$ cat src/hdl/cnm_pkg.sv
package cnm_pkg;

  // Register identifiers on the get/set access port; the history ids are only reported
  localparam logic [15:0] ID_NET_MODE = 16'h200e;
  localparam logic [15:0] ID_NET_STATUS = 16'h200f;
  localparam logic [15:0] ID_VOLT_SET = 16'h2001;
  localparam logic [15:0] ID_VSENSE = 16'h2002;
  localparam logic [15:0] ID_TSENSE = 16'h2003;
  localparam logic [15:0] ID_ELAPSED = 16'h2007;
  localparam logic [15:0] ID_ABSORB_LEFT = 16'h2008;
  localparam logic [15:0] ID_DEV_STATE = 16'h0201;
  localparam logic [15:0] ID_CUR_PCT = 16'h2014;
  localparam logic [15:0] ID_CUR_LIMIT = 16'h2015;
  localparam logic [15:0] ID_BMC_PRESENT = 16'hede8;
  localparam logic [15:0] ID_HIST_TOTAL = 16'h104f;
  localparam logic [15:0] ID_HIST_TODAY = 16'h1050;
  localparam logic [15:0] ID_OUT_VOLT = 16'hedd5;
  localparam logic [15:0] ID_RTC_STATE = 16'h2030;

  // Network role flag positions
  localparam int MODE_NETWORKED = 0;
  localparam int MODE_REM_CHARGE = 1;
  localparam int MODE_REM_HUB = 2;
  localparam int MODE_REM_BMC = 3;
  localparam int MODE_GRP_MASTER = 4;
  localparam int MODE_INST_MASTER = 5;
  localparam int MODE_W = 6;

  // Role values used by the controller
  localparam logic [7:0] MODE_STANDALONE = 8'h00;
  localparam logic [7:0] MODE_CHARGE_MASTER = 8'h21;
  localparam logic [7:0] MODE_REMOTE_SLAVE = 8'h03;
  localparam logic [7:0] MODE_REMOTE_HUB = 8'h05;
  localparam logic [7:0] MODE_REMOTE_BMC = 8'h09;

  // Control source codes and sense flags of the feedback register
  localparam logic [3:0] SRC_SLAVE = 4'h0;
  localparam logic [3:0] SRC_GROUP = 4'h1;
  localparam logic [3:0] SRC_INST = 4'h2;
  localparam logic [3:0] SRC_BOTH = 4'h3;
  localparam logic [3:0] SRC_ALONE = 4'h4;
  localparam int STAT_TSENSE_BIT = 6;
  localparam int STAT_VSENSE_BIT = 7;

  localparam logic [7:0] ERR_BMC_LOST = 8'h43;
  localparam logic [3:0] CMD_ASYNC = 4'ha;
  localparam logic [7:0] ASYNC_FLAGS = 8'h00;
  localparam logic [15:0] VSENSE_NONE = 16'hffff;
  localparam logic [15:0] TSENSE_NONE = 16'h7fff;

  // Reset values
  localparam logic [MODE_W-1:0] NET_MODE_RST = 6'h00;
  localparam logic [15:0] VOLT_SET_RST = 16'h0000;
  localparam logic [7:0] DEV_STATE_RST = 8'h00;
  localparam logic [7:0] CUR_PCT_RST = 8'h00;
  localparam logic [15:0] CUR_LIMIT_RST = 16'h0000;

  // Timing
  localparam longint CLK_HZ = 100_000_000;
  localparam longint SUPERVISE_TIME_S = 60;
  localparam longint HEXIDLE_TIME_S = 120;
  localparam longint MASTER_PERIOD_MS = 1000;
  localparam longint SUPERVISE_CYCLES = SUPERVISE_TIME_S * CLK_HZ;
  localparam longint HEXIDLE_CYCLES = HEXIDLE_TIME_S * CLK_HZ;
  localparam longint MASTER_PERIOD_CYCLES = MASTER_PERIOD_MS * CLK_HZ / 1000;
  localparam int TIMER_W = 36;

  // Asynchronous report sources, lowest index served first
  localparam int RPT_HIST_TOTAL = 0;
  localparam int RPT_HIST_TODAY = 1;
  localparam int RPT_VOLT_SET = 2;
  localparam int RPT_ELAPSED = 3;
  localparam int RPT_ABSORB = 4;
  localparam int RPT_OUT_VOLT = 5;
  localparam int RPT_RTC = 6;
  localparam int RPT_VSENSE = 7;
  localparam int RPT_TSENSE = 8;
  localparam int RPT_MODE = 9;
  localparam int RPT_STATUS = 10;
  localparam int RPT_NUM = 11;
  localparam int RPT_IDX_W = 4;

  typedef enum logic [1:0] {
    RPT_IDLE = 2'b00,
    RPT_HOLD = 2'b01
  } cnm_rpt_state_e;

  typedef struct packed {
    logic valid;
    logic write;
    logic [15:0] id;
    logic [31:0] data;
  } cnm_req_s;

  typedef struct packed {
    logic valid;
    logic err;
    logic [31:0] data;
  } cnm_rsp_s;

  typedef struct packed {
    logic valid;
    logic [3:0] cmd;
    logic [15:0] id;
    logic [7:0] flags;
    logic [31:0] data;
  } cnm_rpt_s;

endpackage

$ cat src/hdl/cnm_change_det.sv
`timescale 1ns/100ps
module cnm_change_det
  import cnm_pkg::*;
#(
  parameter int N = RPT_NUM,
  parameter int W = 32
)
(
  input wire logic core_clk,
  input wire logic rstn,
  input wire logic [N-1:0][W-1:0] value,
  output logic [N-1:0] changed
);

  logic [N-1:0][W-1:0] prev_r;
  logic primed_r;

  // No change is reported before the first value has been captured
  always_comb
  begin
    for (int i = 0; i < N; i++)
      changed[i] = primed_r & (value[i] != prev_r[i]);
  end

  always_ff @(posedge core_clk or negedge rstn)
  begin
    if (!rstn)
    begin
      prev_r <= '0;
      primed_r <= 1'b0;
    end
    else
    begin
      prev_r <= value;
      primed_r <= 1'b1;
    end
  end

endmodule

$ cat src/hdl/cnm_network_role.sv
// Operation
// - Role register bits are individual mode flags
// - Value 0x00 means stand-alone, internal profile
// - Value 0x21 means charge master, internal profile
// - Setpoints stale one minute: back to stand-alone
// - Charge and hub remote behave alike
// - Managed remote mode sets controller-present flag
// - Controller present: no fallback, raise error 67
// - Instance master reports setpoint and timing periodically
// - Master keeps internal profile, no gathering
// - Feedback low nibble reports control source
// - Feedback bits 6, 7 flag remote sensing
// - Reports use async command, get layout
// - History records reported whenever they change
// - Change reports while hex traffic, stop after 2min
// - Report output voltage, clock, sense timeout values
`timescale 1ns/100ps
module cnm_network_role
  import cnm_pkg::*;
#(
  parameter logic [TIMER_W-1:0] SUPERVISE_CNT = TIMER_W'(SUPERVISE_CYCLES),
  parameter logic [TIMER_W-1:0] HEXIDLE_CNT = TIMER_W'(HEXIDLE_CYCLES),
  parameter logic [TIMER_W-1:0] MASTER_CNT = TIMER_W'(MASTER_PERIOD_CYCLES)
)
(
  input wire logic core_clk,
  input wire logic rstn,
  input cnm_req_s accReq,
  output cnm_rsp_s accRsp,
  input wire logic respBusy,
  input wire logic hexFrameSeen,
  input wire logic [15:0] intSetpoint,
  input wire logic [31:0] chargeElapsed,
  input wire logic [15:0] absorbLeft,
  input wire logic [15:0] outVoltage,
  input wire logic [7:0] rtcState,
  input wire logic histTotalChanged,
  input wire logic histTodayChanged,
  output cnm_rpt_s rpt,
  input wire logic rptReady,
  output logic [7:0] netMode,
  output logic [7:0] netStatus,
  output logic standAlone,
  output logic setpointRemote,
  output logic hubDisplay,
  output logic [15:0] voltSetpoint,
  output logic [7:0] remoteDevState,
  output logic [7:0] curPercent,
  output logic [15:0] curLimit,
  output logic bmcPresent,
  output logic [7:0] bmcErrCode,
  output logic vsenseUse,
  output logic tsenseUse,
  output logic [15:0] vsenseVal,
  output logic [15:0] tsenseVal
);

  function automatic logic [RPT_IDX_W-1:0] oneHotIdx(
    input logic [RPT_NUM-1:0] oh
  );
    logic [RPT_IDX_W-1:0] idx;
    idx = '0;
    for (int i = 0; i < RPT_NUM; i++)
      if (oh[i])
        idx = RPT_IDX_W'(i);
    return idx;
  endfunction

  function automatic logic [15:0] rptIdOf(input logic [RPT_IDX_W-1:0] idx);
    logic [15:0] id;
    case (idx)
      RPT_IDX_W'(RPT_HIST_TOTAL): id = ID_HIST_TOTAL;
      RPT_IDX_W'(RPT_HIST_TODAY): id = ID_HIST_TODAY;
      RPT_IDX_W'(RPT_VOLT_SET): id = ID_VOLT_SET;
      RPT_IDX_W'(RPT_ELAPSED): id = ID_ELAPSED;
      RPT_IDX_W'(RPT_ABSORB): id = ID_ABSORB_LEFT;
      RPT_IDX_W'(RPT_OUT_VOLT): id = ID_OUT_VOLT;
      RPT_IDX_W'(RPT_RTC): id = ID_RTC_STATE;
      RPT_IDX_W'(RPT_VSENSE): id = ID_VSENSE;
      RPT_IDX_W'(RPT_TSENSE): id = ID_TSENSE;
      RPT_IDX_W'(RPT_MODE): id = ID_NET_MODE;
      RPT_IDX_W'(RPT_STATUS): id = ID_NET_STATUS;
      default: id = 16'h0000;
    endcase
    return id;
  endfunction

  // Register state
  logic [MODE_W-1:0] mode_r;
  logic [MODE_W-1:0] mode_nxt;
  logic [15:0] voltSet_r;
  logic [15:0] vsense_r;
  logic [15:0] vsense_nxt;
  logic [15:0] tsense_r;
  logic [15:0] tsense_nxt;
  logic vsUse_r;
  logic vsUse_nxt;
  logic tsUse_r;
  logic tsUse_nxt;
  logic [7:0] devState_r;
  logic [7:0] curPct_r;
  logic [15:0] curLim_r;
  logic bmcPresent_r;
  logic bmcPresent_nxt;
  logic bmcLost_r;
  logic bmcLost_nxt;
  logic hexActive_r;
  logic hexActive_nxt;
  logic [7:0] status_r;
  logic [7:0] status_nxt;
  logic [15:0] effSet_r;
  logic [15:0] effSet_nxt;
  cnm_rsp_s rsp_r;
  cnm_rsp_s rsp_nxt;

  // Access decode
  wire wr = accReq.valid & accReq.write;
  wire idMode = (accReq.id == ID_NET_MODE);
  wire idStatus = (accReq.id == ID_NET_STATUS);
  wire idSet = (accReq.id == ID_VOLT_SET);
  wire idVs = (accReq.id == ID_VSENSE);
  wire idTs = (accReq.id == ID_TSENSE);
  wire idElapsed = (accReq.id == ID_ELAPSED);
  wire idAbsorb = (accReq.id == ID_ABSORB_LEFT);
  wire idDev = (accReq.id == ID_DEV_STATE);
  wire idPct = (accReq.id == ID_CUR_PCT);
  wire idLim = (accReq.id == ID_CUR_LIMIT);
  wire idBmc = (accReq.id == ID_BMC_PRESENT);
  wire idOutV = (accReq.id == ID_OUT_VOLT);
  wire idRtc = (accReq.id == ID_RTC_STATE);
  wire idWritable = idMode | idSet | idVs | idTs | idDev | idPct | idLim
                    | idBmc;
  wire idReadOnly = idStatus | idElapsed | idAbsorb | idOutV | idRtc;
  wire wrMode = wr & idMode;
  wire wrSet = wr & idSet;
  wire wrVs = wr & idVs;
  wire wrTs = wr & idTs;
  wire wrDev = wr & idDev;
  wire wrPct = wr & idPct;
  wire wrLim = wr & idLim;
  wire wrBmc = wr & idBmc;

  // Role decode
  wire remCharge = mode_r[MODE_REM_CHARGE];
  wire remHub = mode_r[MODE_REM_HUB];
  wire remBmc = mode_r[MODE_REM_BMC];
  wire grpMaster = mode_r[MODE_GRP_MASTER];
  wire instMaster = mode_r[MODE_INST_MASTER];
  wire remoteCtl = remCharge | remHub | remBmc;
  wire voltRemote = remCharge | remHub;

  // Supervision of remote setpoints and sense values
  wire spRestart = wrSet | wrPct | wrLim | wrDev | wrMode;
  wire spRun = remoteCtl | bmcPresent_r;
  wire spExpire;
  wire vsExpire;
  wire tsExpire;
  wire hexIdle;
  wire masterTick;

  cnm_timer #(.W(TIMER_W), .LIMIT(SUPERVISE_CNT)) u_spTimer (
    .core_clk(core_clk),
    .rstn(rstn),
    .run(spRun),
    .restart(spRestart),
    .expired(spExpire)
  );

  cnm_timer #(.W(TIMER_W), .LIMIT(SUPERVISE_CNT)) u_vsTimer (
    .core_clk(core_clk),
    .rstn(rstn),
    .run(vsUse_r),
    .restart(wrVs),
    .expired(vsExpire)
  );

  cnm_timer #(.W(TIMER_W), .LIMIT(SUPERVISE_CNT)) u_tsTimer (
    .core_clk(core_clk),
    .rstn(rstn),
    .run(tsUse_r),
    .restart(wrTs),
    .expired(tsExpire)
  );

  cnm_timer #(.W(TIMER_W), .LIMIT(HEXIDLE_CNT)) u_hexTimer (
    .core_clk(core_clk),
    .rstn(rstn),
    .run(hexActive_r),
    .restart(hexFrameSeen),
    .expired(hexIdle)
  );

  cnm_timer #(.W(TIMER_W), .LIMIT(MASTER_CNT)) u_masterTimer (
    .core_clk(core_clk),
    .rstn(rstn),
    .run(instMaster),
    .restart(wrMode),
    .expired(masterTick)
  );

  // Role register: writes win, a stale remote falls back unless a
  // managing controller is present
  assign mode_nxt = wrMode ? accReq.data[MODE_W-1:0] :
                    (spExpire & ~bmcPresent_r) ? NET_MODE_RST :
                    mode_r;

  // Entering managed remote mode forces the present flag on
  assign bmcPresent_nxt = (wrMode & accReq.data[MODE_REM_BMC]) |
                          (wrBmc ? accReq.data[0] : bmcPresent_r);

  // Lost controller is latched until a fresh setpoint or role write arrives
  assign bmcLost_nxt = (spExpire & bmcPresent_r) |
                       (bmcLost_r & ~spRestart);

  // Remote sensing is in use until released or timed out
  assign vsUse_nxt = wrVs ? (accReq.data[15:0] != VSENSE_NONE) :
                     (vsUse_r & ~vsExpire);
  assign tsUse_nxt = wrTs ? (accReq.data[15:0] != TSENSE_NONE) :
                     (tsUse_r & ~tsExpire);
  assign vsense_nxt = wrVs ? accReq.data[15:0] :
                      vsExpire ? VSENSE_NONE : vsense_r;
  assign tsense_nxt = wrTs ? accReq.data[15:0] :
                      tsExpire ? TSENSE_NONE : tsense_r;

  assign hexActive_nxt = hexFrameSeen | (hexActive_r & ~hexIdle);

  // Control source; the group role adds no gathering of its own
  wire [3:0] srcCode = remoteCtl ? SRC_SLAVE :
                       (grpMaster & instMaster) ? SRC_BOTH :
                       instMaster ? SRC_INST :
                       grpMaster ? SRC_GROUP : SRC_ALONE;

  always_comb
  begin
    status_nxt = {4'h0, srcCode};
    status_nxt[STAT_TSENSE_BIT] = tsUse_r;
    status_nxt[STAT_VSENSE_BIT] = vsUse_r;
  end

  // Masters and stand-alone units keep the internal profile
  assign effSet_nxt = voltRemote ? voltSet_r : intSetpoint;

  // Read answer
  wire [31:0] rdData =
    idMode ? {26'h0, mode_r} :
    idStatus ? {24'h0, status_r} :
    idSet ? {16'h0, effSet_r} :
    idVs ? {16'h0, vsense_r} :
    idTs ? {16'h0, tsense_r} :
    idElapsed ? chargeElapsed :
    idAbsorb ? {16'h0, absorbLeft} :
    idDev ? {24'h0, devState_r} :
    idPct ? {24'h0, curPct_r} :
    idLim ? {16'h0, curLim_r} :
    idBmc ? {31'h0, bmcPresent_r} :
    idOutV ? {16'h0, outVoltage} :
    idRtc ? {24'h0, rtcState} : 32'h0;

  always_comb
  begin
    rsp_nxt.valid = accReq.valid;
    rsp_nxt.err = accReq.valid & ~(idWritable | (idReadOnly & ~wr));
    rsp_nxt.data = accReq.valid ? rdData : 32'h0;
  end

  always_ff @(posedge core_clk or negedge rstn)
  begin
    if (!rstn)
    begin
      mode_r <= NET_MODE_RST;
      voltSet_r <= VOLT_SET_RST;
      vsense_r <= VSENSE_NONE;
      tsense_r <= TSENSE_NONE;
      vsUse_r <= 1'b0;
      tsUse_r <= 1'b0;
      devState_r <= DEV_STATE_RST;
      curPct_r <= CUR_PCT_RST;
      curLim_r <= CUR_LIMIT_RST;
      bmcPresent_r <= 1'b0;
      bmcLost_r <= 1'b0;
      hexActive_r <= 1'b0;
      status_r <= {4'h0, SRC_ALONE};
      effSet_r <= VOLT_SET_RST;
      rsp_r <= '0;
    end
    else
    begin
      mode_r <= mode_nxt;
      voltSet_r <= wrSet ? accReq.data[15:0] : voltSet_r;
      vsense_r <= vsense_nxt;
      tsense_r <= tsense_nxt;
      vsUse_r <= vsUse_nxt;
      tsUse_r <= tsUse_nxt;
      devState_r <= wrDev ? accReq.data[7:0] : devState_r;
      curPct_r <= wrPct ? accReq.data[7:0] : curPct_r;
      curLim_r <= wrLim ? accReq.data[15:0] : curLim_r;
      bmcPresent_r <= bmcPresent_nxt;
      bmcLost_r <= bmcLost_nxt;
      hexActive_r <= hexActive_nxt;
      status_r <= status_nxt;
      effSet_r <= effSet_nxt;
      rsp_r <= rsp_nxt;
    end
  end

  // Asynchronous report sources
  logic [RPT_NUM-1:0][31:0] srcVal;
  logic [RPT_NUM-1:0] srcChanged;
  logic [RPT_NUM-1:0] pendSet;
  logic [RPT_NUM-1:0] pend_r;
  logic [RPT_NUM-1:0] pend_nxt;

  always_comb
  begin
    srcVal = '0;
    srcVal[RPT_VOLT_SET] = {16'h0, effSet_r};
    srcVal[RPT_ELAPSED] = chargeElapsed;
    srcVal[RPT_ABSORB] = {16'h0, absorbLeft};
    srcVal[RPT_OUT_VOLT] = {16'h0, outVoltage};
    srcVal[RPT_RTC] = {24'h0, rtcState};
    srcVal[RPT_VSENSE] = {16'h0, vsense_r};
    srcVal[RPT_TSENSE] = {16'h0, tsense_r};
    srcVal[RPT_MODE] = {26'h0, mode_r};
    srcVal[RPT_STATUS] = {24'h0, status_r};
  end

  cnm_change_det #(.N(RPT_NUM), .W(32)) u_changeDet (
    .core_clk(core_clk),
    .rstn(rstn),
    .value(srcVal),
    .changed(srcChanged)
  );

  always_comb
  begin
    pendSet = srcChanged & {RPT_NUM{hexActive_r}};
    pendSet[RPT_HIST_TOTAL] = histTotalChanged;
    pendSet[RPT_HIST_TODAY] = histTodayChanged;
    pendSet[RPT_VOLT_SET] = pendSet[RPT_VOLT_SET] | masterTick;
    pendSet[RPT_ELAPSED] = pendSet[RPT_ELAPSED] | masterTick;
    pendSet[RPT_ABSORB] = pendSet[RPT_ABSORB] | masterTick;
    pendSet[RPT_VSENSE] = pendSet[RPT_VSENSE] | vsExpire;
    pendSet[RPT_TSENSE] = pendSet[RPT_TSENSE] | tsExpire;
  end

  // Report engine: one report held until taken, none started while a
  // response frame is on the line
  cnm_rpt_state_e state_r;
  cnm_rpt_state_e state_nxt;
  logic [15:0] rptId_r;
  logic [31:0] rptData_r;

  wire [RPT_NUM-1:0] grant = pend_r & (~pend_r + RPT_NUM'(1));
  wire [RPT_IDX_W-1:0] grantIdx = oneHotIdx(grant);
  wire load = (state_r == RPT_IDLE) & (|pend_r) & ~respBusy;
  wire [RPT_NUM-1:0] served = load ? grant : '0;

  // A change in the cycle its report is taken stays pending
  assign pend_nxt = (pend_r & ~served) | pendSet;

  always_comb
  begin
    case (state_r)
      RPT_IDLE: state_nxt = load ? RPT_HOLD : RPT_IDLE;
      RPT_HOLD: state_nxt = rptReady ? RPT_IDLE : RPT_HOLD;
      default: state_nxt = RPT_IDLE;
    endcase
  end

  always_ff @(posedge core_clk or negedge rstn)
  begin
    if (!rstn)
    begin
      state_r <= RPT_IDLE;
      pend_r <= '0;
      rptId_r <= 16'h0000;
      rptData_r <= 32'h0;
    end
    else
    begin
      state_r <= state_nxt;
      pend_r <= pend_nxt;
      rptId_r <= load ? rptIdOf(grantIdx) : rptId_r;
      rptData_r <= load ? srcVal[grantIdx] : rptData_r;
    end
  end

  // Outputs
  assign rpt = {state_r == RPT_HOLD, CMD_ASYNC, rptId_r, ASYNC_FLAGS,
                rptData_r};
  assign accRsp = rsp_r;
  assign netMode = {2'b00, mode_r};
  assign netStatus = status_r;
  assign standAlone = (status_r[3:0] == SRC_ALONE);
  assign setpointRemote = voltRemote;
  assign hubDisplay = remHub;
  assign voltSetpoint = effSet_r;
  assign remoteDevState = devState_r;
  assign curPercent = curPct_r;
  assign curLimit = curLim_r;
  assign bmcPresent = bmcPresent_r;
  assign bmcErrCode = bmcLost_r ? ERR_BMC_LOST : 8'h00;
  assign vsenseUse = vsUse_r;
  assign tsenseUse = tsUse_r;
  assign vsenseVal = vsense_r;
  assign tsenseVal = tsense_r;

endmodule

$ cat src/hdl/cnm_timer.sv
`timescale 1ns/100ps
module cnm_timer
  import cnm_pkg::*;
#(
  parameter int W = TIMER_W,
  parameter logic [W-1:0] LIMIT = W'(SUPERVISE_CYCLES)
)
(
  input wire logic core_clk,
  input wire logic rstn,
  input wire logic run,
  input wire logic restart,
  output logic expired
);

  localparam logic [W-1:0] LAST = LIMIT - W'(1);

  logic [W-1:0] count_r;
  logic [W-1:0] count_nxt;
  wire atEnd = (count_r == LAST);

  // Restarts from zero on restart or when stopped; wraps when it expires
  assign expired = run & ~restart & atEnd;
  assign count_nxt = (restart | ~run | atEnd) ? '0 : count_r + W'(1);

  always_ff @(posedge core_clk or negedge rstn)
  begin
    if (!rstn)
      count_r <= '0;
    else
      count_r <= count_nxt;
  end

endmodule

$ cat config.mk
export PLATFORM = sky130hd
export DESIGN_NAME = cnm_network_role
export DESIGN_NICKNAME = d
export VERILOG_FILES = /design/src/hdl/cnm_pkg.sv /design/src/hdl/cnm_change_det.sv /design/src/hdl/cnm_network_role.sv /design/src/hdl/cnm_timer.sv
export SDC_FILE = /design/constraint.sdc
export NUM_CORES = 1
export LEC_CHECK = 0
export BUFFER_PORTS_ARGS = -buffer_cell sky130_fd_sc_hd__buf_2
export CAP_MARGIN = 15
export CELL_PAD_IN_SITES_DETAIL_PLACEMENT = 2
export CELL_PAD_IN_SITES_GLOBAL_PLACEMENT = 2
export CORE_MARGIN = 2
export CORE_UTILIZATION = 37
export DETAILED_ROUTE_END_ITERATION = 10
export PLACE_DENSITY_LB_ADDON = 0.12
export RECOVER_POWER = 50
export SLEW_MARGIN = 40
export SYNTH_ARGS = -nofsm -noshare
export SYNTH_HDL_FRONTEND = slang
export SYNTH_SLANG_ARGS = --single-unit
$ cat constraint.sdc
create_clock -name core_clk -period 3.49 [get_ports core_clk]
set_input_delay 0.698 -clock core_clk [delete_from_list [all_inputs] [get_ports core_clk]]
set_output_delay 0.698 -clock core_clk [all_outputs]
set_load 0.005 [all_outputs]
==> impl_results.md <==
* Vias in the first global route at 21,200
* Post-synth top area share at 51.33%
* Max stage delay on crit path at 0.65 ns
* Pre-CTS setup slack at 0.08033 ns
* Failing checks: max-capacitance violations, max-slew violations
* Max Transition Viols Final at 76
* Die ar. at 65,270 um^2
* Post-Layout Cell Count at 3,422
* Synth Area in XOR/XNOR at 11.00%
* Period Utilization, post-route at 88.81%
* Multiplexer area fraction after synthesis at 4.674%
* Largest family of logic cells by synthesized area: simple AND/OR/NAND/NOR gates
* #FFs+latches synth at 512
* Dpl hpwl at 67,000 um
* Critical Path RT at 3.97 ns
* DR WL/cell at 26.40 um
* FFs w/ async S/R, synth at 100.0%
* Adder-cell area share of the yosys netlist at 0.5347%
* Setup Buffers After CTS at 0
* First-pass GRT wire length at 138,700 um
* Cell row count at 92
* Hold-fix buffers at CTS at 0
* Buffers on Ports at 310
* Max Cap Violations at 1
* CTS H-tree lvls at 2
* Main synth FF type: dfrtp_1
* Final Hold Vio Count at 0
* R2R depth at 10
* Layout fillers at 6,658
* Power Total at 0.01337 W
* Status: complete, but fails checks
* Max IR drop VDD at 385.1 uV
* HP Class: in -> reg
* Routed wire length at 90,360 um
* Worst-path clk slew at 0.06 ns
* Routed vias/inst at 5.536
* Post-synth EDFFs at 0
* Post-synthesis sequential area ratio at 54.93%
* Clock Skews at 0.02366 ns
* DR pass1 iterations at 7
* Fmax at 322.6 MHz
* Total Neg Setup Slack at 0 ns
* Total global-route track usage at 27.79%
* Num CTS Buffers at 59
* Reg2Reg Capture Point: rptId_r[2]
* Starting Density at 37.23%
* Synth Instances at 2,178
* Antenna violations before repair at 4
* Crit Path Category: reg -> reg
* Post-synthesis compound-gate area fraction at 7.663%
* Crit start category: flip-flop
* Max Root-Sink Buffers at 3
* Area leader, netlist: dfrtp_1
* WHS at 0.2320 ns
* RSZ-0062 raised after global routing: no
* WHS Endpoint: u_changeDet.prev_r[112]
* Pin count of the biggest net entering global routing at 78
* IO Pins at 350
* Worst Setup End Kind: flip-flop
* Synth warn at 0
* Total grt overflow at 0
* GPL Wtd Cong at 0.8880
* Multi-input logic area at 9975 um^2
* DR vias at 18,950
* Worst flop-to-flop path startpoint: pend_r[0]
* PwrDens at 476.4 nW/um^2
* Post-route setup slack at 0.3904 ns
* DRC violations left at 0
* Top cells by area, synth: dfrtp_1 51%, xnor2_1 5.7%, xor2_1 5.3%
* Cell count of the worst hold path at 1
* Slew @ Worst Pin at 2.049 ns
* Die Wd at 255.5 um
* Hold_sp: chargeElapsed[16]
* Final nets at 2,679
* TritonCTS clock tree: built
* CTS root buf: clkbuf_16
* Die H at 255.5 um
* Register area at 12,850 um^2
* Cell variety after synth at 76
* Layout cells sized above 1 at 19.04%
* Worst-Skew Late Latency at 0.65 ns
* Area delta synth->final at 19.91%
* Initial DRC count at 1,166
* Post-Synth Simple-Gate Area at 18.16%
* Syn_area_per_cell at 10.74 um^2
* CP arrival at 3.58 ns
* Setup Viol. Count Final at 0
* Leak pwr at 12.17 nW
* Clock sinks at 512
* Core area at 62,850 um^2
* Slowest cell on crit path: or4_1
* Slew headroom at -36.58%
* Crit-path cells: or4_1 -> nor2_2 -> and3_1 -> or2_2 -> inv_1 -> ha_1 -> nor2_1 -> nor2_1 -> o21ai_0 -> o21ai_0
* Placed insts at 3,309
* Post-DRT Antenna Nets at 0
* Mapped Area at 23,400 um^2
* Reg2reg setup slack at 0.39 ns
* CP max FO at 9
* Post_cts resized at 0
* Crit path time final at 3.100 ns
[synthesized netlist by cell type (10+ instances only)]
| cell type | instances |
|---|---|
| o21ai_0 | 60 |
| dfrtp_1 | 480 |
| nor3_1 | 54 |
| mux2_2 | 72 |
| a31oi_1 | 17 |
| and3_1 | 40 |
| nand2b_1 | 10 |
| inv_1 | 26 |
| nand2_1 | 161 |
| a222oi_1 | 26 |
| clkbuf_1 | 51 |
| or3_1 | 11 |
| nand3_1 | 96 |
| a221oi_1 | 10 |
| buf_2 | 24 |
| dfstp_2 | 32 |
| a21oi_1 | 36 |
| nor4b_1 | 14 |
| ha_1 | 10 |
| xor2_1 | 141 |
| o22a_1 | 15 |
| nand4_1 | 77 |
| nor2_1 | 296 |
| a22o_1 | 22 |
| buf_4 | 36 |
| mux2i_1 | 17 |
| and2_1 | 32 |
| nor4_1 | 35 |
| xnor2_1 | 153 |
[worst max-delay path: cells and delay by family (launching register included)]
family / cells / cell delay (ns)
and+or+nand+nor: 6 / 1.69
adders and majority gates: 1 / 0.27
DFF: 1 / 0.48
buffers and inverters: 1 / 0.17
AOI/OAI and AO/OA: 2 / 0.31
[kinds of logic (layout without fill, tap and decap cells)]
| logic type | Yosys count | in the layout |
|---|---|---|
| simple gates | 871 | 871 |
| fa+ha+maj | 10 | 10 |
| mux | 94 | 94 |
| flops | 512 | 512 |
| buf+inv | 143 | 517 |
| other cells | 2 | 26 |
| xor+xnor | 294 | 294 |
| compound gates | 252 | 252 |
[layout make-up]
class                   instances  area share, %
well taps                     846          3.773
repair buffers                379          7.349
flip-flops and latches        512          45.81
diodes                          2        0.01784
clock inverters                20          1.026
inverters                      27         0.3612
clock buffers                  91          6.118
multi-input cells            1545          35.55
[cell usage in the layout, fill, tap and decap left out, types with 22 or more instances in the layout]
cell type	n
dfrtp_1	480
nor2_1	294
buf_2	236
nand2_1	161
xnor2_1	153
xor2_1	141
clkbuf_1	100
nand3_1	96
nand4_1	77
mux2_2	72
o21ai_0	59
clkbuf_16	59
nor3_1	52
buf_4	46
and3_1	40
a21oi_1	36
nor4_1	35
and2_1	32
dfstp_1	32
inv_1	26
a222oi_1	26
conb_1	24
a22o_1	22
[where the power goes]
group          leakage (nW)  total, W  internal [W]  switching (W)
registers              6.58   0.00615       0.00605       0.000103
logic                  4.60  0.000779      0.000250       0.000529
clock network         0.988   0.00644       0.00383        0.00261
[stage by stage]
stage / area (um^2) / utilization (%)
final: 28060 / 44.64
after global routing: 28050 / 44.63
after CTS: 28260 / 44.96
after detailed placement: 26250 / 41.77
after global placement: 26250 / 41.76
after floorplan: 23480 / -
[layer usage]
metal  up-vias  GRT usage [%]  wire, um
met3       172          4.812      4904
met1      9948          36.11     38070
met2       561          46.92     44040
li1       8264              -         -
met5         -              0         0
met4         0          9.519      3344
[state kept, by name, indices dropped and copies added (netlist names), 5 cells and up]
signal and count:
voltSetpoint 16, mode_r 6, u_changeDet.prev_r 131, vsenseVal 16
u_hexTimer.count_r 36, u_tsTimer.count_r 36, remoteDevState 8, curPercent 8
u_masterTimer.count_r 36, netStatus 5, rptData_r 32, voltSet_r 16
accRsp 34, pend_r 11, u_spTimer.count_r 36, tsenseVal 16
rptId_r 10, u_vsTimer.count_r 36, curLimit 16
[how the worst max path moves through the flow]
stage	start	end	slack, ns	cells after the start
floorplan	accReq[39]	accRsp[5]	0.48	9
global placement	accReq[39]	accRsp[5]	0.15	7
detailed placement	accReq[39]	accRsp[1]	0.08	8
CTS	pend_r[0]	rptId_r[2]	0.26	10
global route	pend_r[0]	rptId_r[2]	0.09	10
finish	pend_r[0]	rptId_r[2]	0.39	10
Note: power is estimated with default switching activity, not from simulation.
